## src/logic/spm_consts.vh

```
// named constants for the strap pin-function mux
// assumes inclusion by bare name from every design file of the block
`ifndef SPM_CONSTS_VH
`define SPM_CONSTS_VH

// ****************************************
// register port
// ****************************************
`define SPM_ADDR_W        4
`define SPM_DATA_W        8
`define SPM_OFS_PC        4'h0
`define SPM_OFS_GPO       4'h1
`define SPM_OFS_GPIO_OUT  4'h2
`define SPM_OFS_GPIO_DIR  4'h3
`define SPM_OFS_GPIO_IN   4'h4
`define SPM_OFS_STATUS    4'h5

// ****************************************
// reset values and field layout
// ****************************************
`define SPM_RST_BYTE      8'h00
`define SPM_RST_NIB       4'h0
`define SPM_RST_BIT       1'b0
`define SPM_RST_BIT_HI    1'b1
`define SPM_GPO_LSB       0
`define SPM_GPO_MSB       5
`define SPM_DPC_LSB       6
`define SPM_DPC_MSB       7
`define SPM_ST_CAPT       0
`define SPM_ST_NOTEBOOK   1
`define SPM_ST_KBC_LSB    4
`define SPM_ST_KBC_MSB    7
`define SPM_ST_ZERO_LSB   2
`define SPM_ST_ZERO_MSB   3
`define SPM_ST_ZERO       2'h0

// ****************************************
// strap encoding and pin groups
// ****************************************
`define SPM_STRAP_NOTEBOOK 1'b0
`define SPM_STRAP_W        5
`define SPM_STRAP_NB_BIT   0
`define SPM_STRAP_KBC_LSB  1
`define SPM_MA_LOW_LSB     0
`define SPM_ALL_NIB        4'hF
`define SPM_KBC_W          4
`define SPM_CLKSEL_W       4
`define SPM_GPIO_W         8
`define SPM_GPO_W          6
`define SPM_DPC_W          2
`define SPM_MA_W           12
`define SPM_MA_LOW_MSB     3
`define SPM_MA_HIGH_LSB    4
`define SPM_MA_HIGH_MSB    11
`define SPM_PC_W           8
`define SPM_RAS_W          4

`endif

```

## src/logic/spm_sync3.v

```verilog
// three-stage input synchroniser with an agreement filter
// assumes the input is asynchronous to clk; stages carry no reset so they keep
// sampling while the block is held in reset
`include "spm_consts.vh"

module spm_sync3 #(
  parameter W = 1
) (
  clk,
  din,
  dout,
  agree
);
  input  wire         clk;
  input  wire [W-1:0] din;
  output wire [W-1:0] dout;
  output wire         agree;

  reg [W-1:0] s1_r;
  reg [W-1:0] s2_r;
  reg [W-1:0] s3_r;
  reg [W-1:0] filt_r;

  // ****************************************
  // chain; s1 feeds only s2
  // ****************************************
  always @(posedge clk)
  begin
    s1_r <= din;
    s2_r <= s1_r;
    s3_r <= s2_r;
    if (s2_r == s3_r)
    begin
      filt_r <= s3_r;
    end
  end

  assign agree = (s2_r == s3_r);
  assign dout  = filt_r;

endmodule // spm_sync3

```

## src/logic/spm_strap_latch.v

```verilog
// one-shot capture of the board straps after power-on reset ends
// assumes synchronised, filtered strap levels and an agreement flag
`include "spm_consts.vh"

module spm_strap_latch (
  clk,
  rst,
  strap_val,
  strap_agree,
  captured,
  notebook_mode,
  kbc_port
);
  input  wire                     clk;
  input  wire                     rst;
  input  wire [`SPM_STRAP_W-1:0]  strap_val;
  input  wire                     strap_agree;
  output wire                     captured;
  output wire                     notebook_mode;
  output wire [`SPM_KBC_W-1:0]    kbc_port;

  reg                    captured_r;
  reg                    notebook_r;
  reg [`SPM_KBC_W-1:0]   kbc_r;

  // ****************************************
  // capture once, hold until next reset
  // ****************************************
  // reset loads constants only; the straps are taken by the clocked path after
  // release, and only once the filter agrees so a bouncing strap cannot latch
  always @(posedge clk or posedge rst)
  begin
    if (rst)
    begin
      captured_r <= `SPM_RST_BIT;
      notebook_r <= `SPM_RST_BIT;
      kbc_r      <= `SPM_RST_NIB;
    end
    else if (!captured_r && strap_agree)
    begin
      captured_r <= `SPM_RST_BIT_HI;
      notebook_r <= (strap_val[`SPM_STRAP_NB_BIT] == `SPM_STRAP_NOTEBOOK);
      kbc_r      <= strap_val[`SPM_STRAP_W-1:`SPM_STRAP_KBC_LSB];
    end
  end

  assign captured      = captured_r;
  assign notebook_mode = notebook_r;
  assign kbc_port      = kbc_r;

endmodule // spm_strap_latch

```

## src/logic/spm_pin_mux.v

```verilog
// strap-selected pin-function multiplexer of a pc system controller
// assumes one 25 MHz clock, a power-on reset held at least four clock edges,
// and a core that supplies dram, cache and bank-select functions on plain ports
// limitation: the keyboard port reports the level captured at reset, not the live pins
//
// Design decisions made here: the address-and-strobe port and the address map.
`include "spm_consts.vh"

module spm_pin_mux (
  clk,
  rst,
  reg_addr,
  reg_wdata,
  reg_wr,
  reg_rd,
  reg_rdata,
  notebook_select_strap,
  clock_freq_select_straps,
  dram_cycle,
  dram_addr,
  core_ras_n,
  core_high_bank_select_n,
  core_low_bank_select_n,
  core_byte_we_n,
  desk_gp_out,
  desk_gp_oe,
  desk_gp_in,
  general_bidir_pins_in,
  general_bidir_pins_out,
  general_bidir_pins_oe,
  low_dram_addr_pins_in,
  low_dram_addr_pins_out,
  low_dram_addr_pins_oe,
  upper_dram_addr_pins,
  peripheral_latch_write_strobe_n,
  ras_pins_n,
  high_bank_select_n,
  low_bank_select_n,
  general_output_pins,
  notebook_mode,
  kbc_reset_input_port
);
  input  wire                      clk;
  input  wire                      rst;
  input  wire [`SPM_ADDR_W-1:0]    reg_addr;
  input  wire [`SPM_DATA_W-1:0]    reg_wdata;
  input  wire                      reg_wr;
  input  wire                      reg_rd;
  output wire [`SPM_DATA_W-1:0]    reg_rdata;
  input  wire                      notebook_select_strap;
  input  wire [`SPM_CLKSEL_W-1:0]  clock_freq_select_straps;
  input  wire                      dram_cycle;
  input  wire [`SPM_MA_W-1:0]      dram_addr;
  input  wire [`SPM_RAS_W-1:0]     core_ras_n;
  input  wire                      core_high_bank_select_n;
  input  wire                      core_low_bank_select_n;
  input  wire [`SPM_GPO_W-1:0]     core_byte_we_n;
  input  wire [`SPM_GPIO_W-1:0]    desk_gp_out;
  input  wire [`SPM_GPIO_W-1:0]    desk_gp_oe;
  output wire [`SPM_GPIO_W-1:0]    desk_gp_in;
  input  wire [`SPM_GPIO_W-1:0]    general_bidir_pins_in;
  output wire [`SPM_GPIO_W-1:0]    general_bidir_pins_out;
  output wire [`SPM_GPIO_W-1:0]    general_bidir_pins_oe;
  input  wire [`SPM_KBC_W-1:0]     low_dram_addr_pins_in;
  output wire [`SPM_KBC_W-1:0]     low_dram_addr_pins_out;
  output wire [`SPM_KBC_W-1:0]     low_dram_addr_pins_oe;
  output wire [`SPM_PC_W-1:0]      upper_dram_addr_pins;
  output wire                      peripheral_latch_write_strobe_n;
  output wire [`SPM_RAS_W-1:0]     ras_pins_n;
  output wire                      high_bank_select_n;
  output wire                      low_bank_select_n;
  output wire [`SPM_GPO_W-1:0]     general_output_pins;
  output wire                      notebook_mode;
  output wire [`SPM_KBC_W-1:0]     kbc_reset_input_port;

  // ****************************************
  // declarations
  // ****************************************
  reg  [`SPM_PC_W-1:0]    output_port_config_reg_r;
  reg  [`SPM_DATA_W-1:0]  gpo_ctrl_r;
  reg  [`SPM_GPIO_W-1:0]  gpio_out_r;
  reg  [`SPM_GPIO_W-1:0]  gpio_dir_r;
  reg  [`SPM_DATA_W-1:0]  rdata_r;
  reg  [`SPM_DATA_W-1:0]  rdata_nxt;
  reg  [`SPM_PC_W-1:0]    ma_high_r;
  reg  [`SPM_KBC_W-1:0]   ma_low_r;
  reg  [`SPM_KBC_W-1:0]   ma_low_oe_r;
  reg                     pc_shown_r;
  reg                     peripheral_latch_write_strobe_n_r;

  wire [`SPM_STRAP_W-1:0] strap_raw;
  wire [`SPM_STRAP_W-1:0] strap_val;
  wire                    strap_agree;
  wire [`SPM_GPIO_W-1:0]  gpio_in_sync;
  wire                    captured;
  wire                    nb_mode;
  wire [`SPM_KBC_W-1:0]   kbc_port;
  wire                    run_nb;
  wire                    run_desk;

  // ****************************************
  // strap sampling and capture
  // ****************************************
  // the keyboard port shares the strap chain so both are taken in the same cycle
  assign strap_raw = {low_dram_addr_pins_in, notebook_select_strap};

  spm_sync3 #(
    .W (`SPM_STRAP_W)
  ) u_strap_sync (
    .clk   (clk),
    .din   (strap_raw),
    .dout  (strap_val),
    .agree (strap_agree)
  );

  spm_strap_latch u_strap_latch (
    .clk           (clk),
    .rst           (rst),
    .strap_val     (strap_val),
    .strap_agree   (strap_agree),
    .captured      (captured),
    .notebook_mode (nb_mode),
    .kbc_port      (kbc_port)
  );

  // the general pins get their own chain; its agreement flag is left open because
  // the filtered value is only read by software, never latched once
  spm_sync3 #(
    .W (`SPM_GPIO_W)
  ) u_gpio_sync (
    .clk   (clk),
    .din   (general_bidir_pins_in),
    .dout  (gpio_in_sync),
    .agree ()
  );

  // run-time functions apply only once the straps are held
  assign run_nb   = captured & nb_mode;
  assign run_desk = captured & ~nb_mode;
  // before capture neither run mode holds, so every shared pin but the general outputs, which pass the core byte write enables, rests in its reset-time role

  assign notebook_mode        = nb_mode;
  assign kbc_reset_input_port = kbc_port;

  // ****************************************
  // register port
  // ****************************************
  // writes to the input and status offsets fall to the default arm and change nothing;
  // status is read-only so software cannot fake a strap level
  always @(posedge clk or posedge rst)
  begin
    if (rst)
    begin
      output_port_config_reg_r <= `SPM_RST_BYTE;
      gpo_ctrl_r               <= `SPM_RST_BYTE;
      gpio_out_r               <= `SPM_RST_BYTE;
      gpio_dir_r               <= `SPM_RST_BYTE;
    end
    else if (reg_wr)
    begin
      case (reg_addr)
        `SPM_OFS_PC:       output_port_config_reg_r <= reg_wdata;
        `SPM_OFS_GPO:      gpo_ctrl_r               <= reg_wdata;
        `SPM_OFS_GPIO_OUT: gpio_out_r               <= reg_wdata;
        `SPM_OFS_GPIO_DIR: gpio_dir_r               <= reg_wdata;
        default:           gpio_dir_r               <= gpio_dir_r;
      endcase
    end
  end

  // the input port reads zero in desktop mode, where the pins belong to the core,
  // so software can tell that the port is absent
  always @*
  begin
    rdata_nxt = `SPM_RST_BYTE;
    case (reg_addr)
      `SPM_OFS_PC:       rdata_nxt = output_port_config_reg_r;
      `SPM_OFS_GPO:      rdata_nxt = gpo_ctrl_r;
      `SPM_OFS_GPIO_OUT: rdata_nxt = gpio_out_r;
      `SPM_OFS_GPIO_DIR: rdata_nxt = gpio_dir_r;
      `SPM_OFS_GPIO_IN:  rdata_nxt = run_nb ? gpio_in_sync : `SPM_RST_BYTE;
      `SPM_OFS_STATUS:
      begin
        rdata_nxt[`SPM_ST_CAPT]                     = captured;
        rdata_nxt[`SPM_ST_NOTEBOOK]                 = nb_mode;
        rdata_nxt[`SPM_ST_ZERO_MSB:`SPM_ST_ZERO_LSB] = `SPM_ST_ZERO;
        rdata_nxt[`SPM_ST_KBC_MSB:`SPM_ST_KBC_LSB]   = kbc_port;
      end
      default:           rdata_nxt = `SPM_RST_BYTE;
    endcase
  end

  // read data stand only in the cycle after the strobe
  // zero outside that cycle keeps stale data off the port
  always @(posedge clk or posedge rst)
  begin
    if (rst)
    begin
      rdata_r <= `SPM_RST_BYTE;
    end
    else if (reg_rd)
    begin
      rdata_r <= rdata_nxt;
    end
    else
    begin
      rdata_r <= `SPM_RST_BYTE;
    end
  end

  assign reg_rdata = rdata_r;

  // ****************************************
  // shared dram address pins
  // ****************************************
  // registered so the pins change on one clean edge; the latch strobe rises on
  // the same edge that address replaces the control bits, so the external latch
  // relies on its own hold time across that edge
  always @(posedge clk or posedge rst)
  begin
    if (rst)
    begin
      ma_high_r   <= `SPM_RST_BYTE;
      ma_low_r    <= `SPM_RST_NIB;
      ma_low_oe_r <= `SPM_RST_NIB;
      pc_shown_r  <= `SPM_RST_BIT;
      peripheral_latch_write_strobe_n_r    <= `SPM_RST_BIT_HI;
    end
    else if (!captured)
    begin
      // low pins stay inputs while the keyboard port is being sampled
      ma_low_oe_r <= `SPM_RST_NIB;
      pc_shown_r  <= `SPM_RST_BIT;
      peripheral_latch_write_strobe_n_r    <= `SPM_RST_BIT_HI;
    end
    else if (dram_cycle)
    begin
      // a dram cycle lifts the strobe on the same edge that the pins turn to address
      ma_high_r   <= dram_addr[`SPM_MA_HIGH_MSB:`SPM_MA_HIGH_LSB];
      ma_low_r    <= dram_addr[`SPM_MA_LOW_MSB:`SPM_MA_LOW_LSB];
      ma_low_oe_r <= `SPM_ALL_NIB;
      pc_shown_r  <= `SPM_RST_BIT;
      peripheral_latch_write_strobe_n_r    <= `SPM_RST_BIT_HI;
    end
    else
    begin
      ma_high_r   <= output_port_config_reg_r;
      // the low pins keep the core address outside dram cycles; only the upper byte is shared
      ma_low_r    <= dram_addr[`SPM_MA_LOW_MSB:`SPM_MA_LOW_LSB];
      ma_low_oe_r <= `SPM_ALL_NIB;
      pc_shown_r  <= `SPM_RST_BIT_HI;
      // strobe only once the pins already show the control bits
      peripheral_latch_write_strobe_n_r    <= ~pc_shown_r;
    end
  end

  assign upper_dram_addr_pins            = ma_high_r;
  assign low_dram_addr_pins_out          = ma_low_r;
  assign low_dram_addr_pins_oe           = ma_low_oe_r;
  assign peripheral_latch_write_strobe_n = peripheral_latch_write_strobe_n_r;

  // ****************************************
  // row strobes and bank selects
  // ****************************************
  // combinational so the clock generator sees its selection as soon as reset asserts;
  // the core must keep its row strobes inactive until capture, as they reach the pins
  // the moment the straps are held
  assign ras_pins_n = captured ? core_ras_n
                               : clock_freq_select_straps;

  // before capture both selects rest high, so neither a bank nor a power switch
  // is touched while the mode is still undecided
  assign high_bank_select_n = run_nb   ? gpo_ctrl_r[`SPM_DPC_LSB]
                            : run_desk ? core_high_bank_select_n
                            : `SPM_RST_BIT_HI;
  assign low_bank_select_n  = run_nb   ? gpo_ctrl_r[`SPM_DPC_MSB]
                            : run_desk ? core_low_bank_select_n
                            : `SPM_RST_BIT_HI;

  // ****************************************
  // general outputs and bidirectional pins
  // ****************************************
  // outside notebook mode the core byte write enables pass straight through; their timing is the core's
  assign general_output_pins = run_nb ? gpo_ctrl_r[`SPM_GPO_MSB:`SPM_GPO_LSB]
                                      : core_byte_we_n;

  // desktop mode hands the pins, tag bits six and seven included, to the core
  assign general_bidir_pins_out = run_nb ? gpio_out_r : desk_gp_out;
  // in notebook mode enables follow the direction register bit for bit; a pin set to input is left to the board
  assign general_bidir_pins_oe  = run_nb   ? gpio_dir_r
                                : run_desk ? desk_gp_oe
                                : `SPM_RST_BYTE;
  assign desk_gp_in = run_desk ? general_bidir_pins_in : `SPM_RST_BYTE;

endmodule // spm_pin_mux

```

## config.mk

```make
export PLATFORM = sky130hd
export DESIGN_NAME = spm_pin_mux
export DESIGN_NICKNAME = d
export VERILOG_FILES = /design/src/logic/spm_sync3.v /design/src/logic/spm_strap_latch.v /design/src/logic/spm_pin_mux.v
export VERILOG_INCLUDE_DIRS = /design/src /design/src/logic
export SDC_FILE = /design/constraint.sdc
export NUM_CORES = 1
export LEC_CHECK = 0
export BUFFER_PORTS_ARGS = -buffer_cell sky130_fd_sc_hd__buf_4
export CELL_PAD_IN_SITES_DETAIL_PLACEMENT = 0
export CELL_PAD_IN_SITES_GLOBAL_PLACEMENT = 1
export CORE_MARGIN = 2
export CORE_UTILIZATION = 43
export DETAILED_ROUTE_END_ITERATION = 8
export PLACE_DENSITY = 0.92
export SETUP_SLACK_MARGIN = 0.15
export SLEW_MARGIN = 0
export SYNTH_ARGS = -nofsm -noshare
export SYNTH_HDL_FRONTEND = slang
export SYNTH_SLANG_ARGS = --single-unit
```

## constraint.sdc

```tcl
create_clock -name clk -period 4.15 [get_ports clk]
set_clock_uncertainty 0.1 [all_clocks]
set_input_delay 0.2075 -clock clk [delete_from_list [all_inputs] [get_ports clk]]
set_output_delay 0.2075 -clock clk [all_outputs]
set_load 0.05 [all_outputs]
```

==> qor.csv <==
stage,metric,value,unit
status,status,finished clean,
worst_setup_path,arrival,2.16,ns
flow_run,cap_violations,0,
worst_setup_path,critPathRequiredTime,3.84,ns
power,fin_total_pwr,4.64,mW
global_route,use_met3,6.19,%
placement,dpl.cell_count,586,
route,drt_iter0_markers,128,
logic_synthesis,yosysWarnings,0,
route,wl_per_cell,17.5,µm
layout,design_area,6600,µm²
worst_setup_path,slowest_delay,0.66,ns
power,clock_power_share,32.0,%
global_route,grt_max_degree,62,
timing,finalCriticalPeriod,2.47,ns
clock_tree,cts_tree,yes,
floorplanning,pin_count,140,
worst_setup_path,worstSetupStartpoint,u_strap_latch.notebook_mode,
global_route,busiest_layer,met2,
clock_tree,post_cts_buffers,0,
timing,rsz0062_at_grt,false,
placement,dp_slack,2.18,ns
clock_tree,root_buffer,clkbuf_8,
floorplanning,core-area,10200,µm²
logic_synthesis,seq_area_frac_synth,60.2,%
route,drt_wl_total,11.4,mm
layout,drive_above_1_share,47.0,%
layout,area_growth_syn_to_layout,47.1,%
logic_synthesis,synthDistinctLibCells,38,
layout,multiInputGateArea,1680,µm²
clock_tree,cts_max_path_buffers,2,
global_route,grt_util_met2,34.8,%
worst_setup_path,reg2reg_to,reg_rdata[4],
floorplanning,initial_utilization,43.8,%
placement,placed_cell_area,5630,µm²
floorplanning,dieWidth,106,µm
min_path,hold_class,in2reg,
power,p_leak,3.00,nW
power,switching_share,38.0,%
timing,slew-limit-headroom,39.9,%
placement,hpwl,7.61,mm
power,cellPowerDensity,704,nW/µm²
min_path,holdCritStartpoint,reg_addr[2],
worst_setup_path,endpoint_kind,primary output,
route,drtPass1Iterations,4,
logic_synthesis,yosysTopAreaCellShare,33.5,%
global_route,grt_pass1_vias,3380,
logic_synthesis,ys_ff_latch,113,
layout,final_cells,653,
timing,setup_viol,0,
logic_synthesis,synth_area_leader_cell,dfrtp_1,
timing,hold_violations,0,
worst_setup_path,crit_end,general_output_pins[5],
logic_synthesis,synth.avg_cell_area,13.8,µm²
clock_tree,clk_pin_slew,0.05,ns
global_route,use_met1,24.8,%
power,p_seq_share,31.0,%
route,route.vias.total,3203,
clock_tree,cts_sinks,113,
timing,finalWorstSetupSlack,1.68,ns
layout,final_cell_mix,"buf_4 (142), dfrtp_1 (60), mux2_2 (58)",
clock_tree,htreeDepth,4,
power,max-vdd-ir-drop,0.445,mV
worst_setup_path,worst-r2r-setup-slack,2.08,ns
global_route,track_usage,20.8,%
worst_setup_path,cp_cell_sequence,"nand2_1, mux2_2, buf_4",
timing,tns,0,ns
timing,max_freq,0.405,GHz
timing,final.period_utilization,59.5,%
placement,gp_congestion,0.778,
floorplanning,die_y,106,µm
global_route,grt_overflow,0,
layout,diodes,0,
worst_setup_path,crit_path_max_fanout,15,
floorplanning,die_area,11300,µm²
worst_setup_path,rr_startpoint,u_strap_latch.notebook_mode,
worst_setup_path,crit_type,reg2out,
worst_setup_path,cp_slowest_cell,nand2_1,
clock_tree,worstSkewPairLatency,0.51,ns
clock_tree,cts_resized,0,
worst_setup_path,worstSetupStartpointType,flop,
layout,seq_area,2700,µm²
global_route,grt_pass1_wl,17.6,mm
power,pwr-share-comb,37.0,%
route,vias_per_cell,4.91,
placement,portBuffers,139,
layout,final_common_cell,buf_4,
logic_synthesis,synthesis.nets,398,
power,p_int,2.88,mW
clock_tree,cts_inserted_buffers,17,
global_route,antenna_found_initial,0,
logic_synthesis,synthTopCellsByArea,"dfrtp_1 (33%), dfxtp_1 (17%), mux2_2 (15%)",
timing,worstMarginPinSlew,0.900,ns
logic_synthesis,postSynthCellCount,324,
worst_setup_path,reg2reg_depth,4,
logic_synthesis,syn_area,4480,µm²
route,drcViolationCount,0,
power,p_sw,1.76,mW
timing,slew_violations,0,
route,ant_nets,0,
layout,nFillCells,755,
layout,nets,578,
floorplanning,rows,37,
## cells by family (layout without fill, tap and decap cells)
kind of cell / count (synthesis) / in the layout / share of synthesized area [%]
DFF: 113 / 113 / 60.2
muxes: 88 / 88 / 21.3
and+or+nand+nor: 57 / 57 / 8.34
AOI/OAI and AO/OA: 34 / 34 / 5.33
buffers and inverters: 19 / 212 / 2.34
xor gates and xnor gates: 13 / 13 / 2.54
## Yosys cell counts (all sizes together)
| cell | number |
|---|---|
| a2bb2oi | 5 |
| o32a | 2 |
| buf | 10 |
| inv | 3 |
| mux2i | 30 |
| clkbuf | 6 |
| nor4 | 1 |
| a222oi | 1 |
| nor2b | 10 |
| mux2 | 58 |
| nand3b | 2 |
| xor2 | 5 |
| and2 | 10 |
| dfxtp | 39 |
| nand4b | 1 |
| xnor2 | 8 |
| a22oi | 5 |
| nor3b | 1 |
| nor3 | 2 |
| or2 | 2 |
| edfxtp | 13 |
| dfstp | 1 |
| a22o | 6 |
| dfrtp | 60 |
| nor4b | 1 |
| a21oi | 15 |
| nand2 | 10 |
| nand4 | 3 |
| nor2 | 14 |
## routing by layer
| metal | wire length [µm] | part of all wire, % | vias to the layer above |
|---|---|---|---|
| met3 | 598 | 5.2 | 22 |
| li1 | - | - | 1524 |
| met2 | 5890 | 51 | 101 |
| met4 | 257 | 2.2 | 0 |
| met1 | 4690 | 41 | 1556 |
| met5 | 0 | 0 | - |
## critical path, delay by kind of cell, from the launching register on
family                 cells  cell delay, ns
buffers and inverters      1            0.19
flip-flops                 1            0.38
multiplexers               1            0.42
AND/OR/NAND/NOR            1            0.66
## through the flow
step / hold WS (ns) / utilization [%]
floorplan: 0.135 / -
global placement: 0.210 / 55.0
detailed placement: 0.212 / 55.0
CTS: 0.00277 / 64.5
global route: 0.00726 / 64.5
finish: 0.0211 / 64.5
## how the worst min path moves through the flow
stage	to	depth (start not counted)
finish	reg_rdata[3]	3
global placement	u_strap_sync.s2_r[0]	0
global route	reg_rdata[3]	3
detailed placement	u_gpio_sync.s2_r[4]	0
floorplan	u_gpio_sync.s1_r[0]	0
CTS	reg_rdata[3]	3
## flip-flops by register name, summed over array words and instances, names as in the netlist, 5 cells and up
| name | count |
|---|---|
| gpio_dir_r | 8 |
| gpio_out_r | 8 |
| gpo_ctrl_r | 8 |
| output_port_config_reg_r | 8 |
| reg_rdata | 8 |
| u_gpio_sync.dout | 8 |
| u_gpio_sync.s1_r | 8 |
| u_gpio_sync.s2_r | 8 |
| u_gpio_sync.s3_r | 8 |
| upper_dram_addr_pins | 8 |
| u_strap_sync.dout | 5 |
| u_strap_sync.s1_r | 5 |
| u_strap_sync.s2_r | 5 |
| u_strap_sync.s3_r | 5 |
## power groups by stage
| stage | logic, mW | clock network (mW) | registers (mW) |
|---|---|---|---|
| final | 1.72 | 1.49 | 1.44 |
| after detailed placement | 1.69 | 0 | 1.46 |
| after floorplan | 0.946 | 0 | 1.69 |
| after CTS | 1.72 | 1.50 | 1.44 |
| after global routing | 1.79 | 1.56 | 1.46 |
| after global placement | 1.67 | 0 | 1.45 |
## layout make-up
class / instances / share of cell area [%]
clock buffers: 20 / 7.08
clock inverters: 12 / 2.30
flip-flops and latches: 113 / 40.9
inverters: 3 / 0.171
repair buffers: 177 / 21.5
multi-input cells: 192 / 25.5
well taps: 136 / 2.58
## timing repair
action / 4_1_cts / 5_1_grt
hold buffers: 35 / 0
setup endpoints to repair: 0 / 0
endpoints found under the hold margin: 119 / 0
Note: power is estimated with default switching activity, not from simulation.
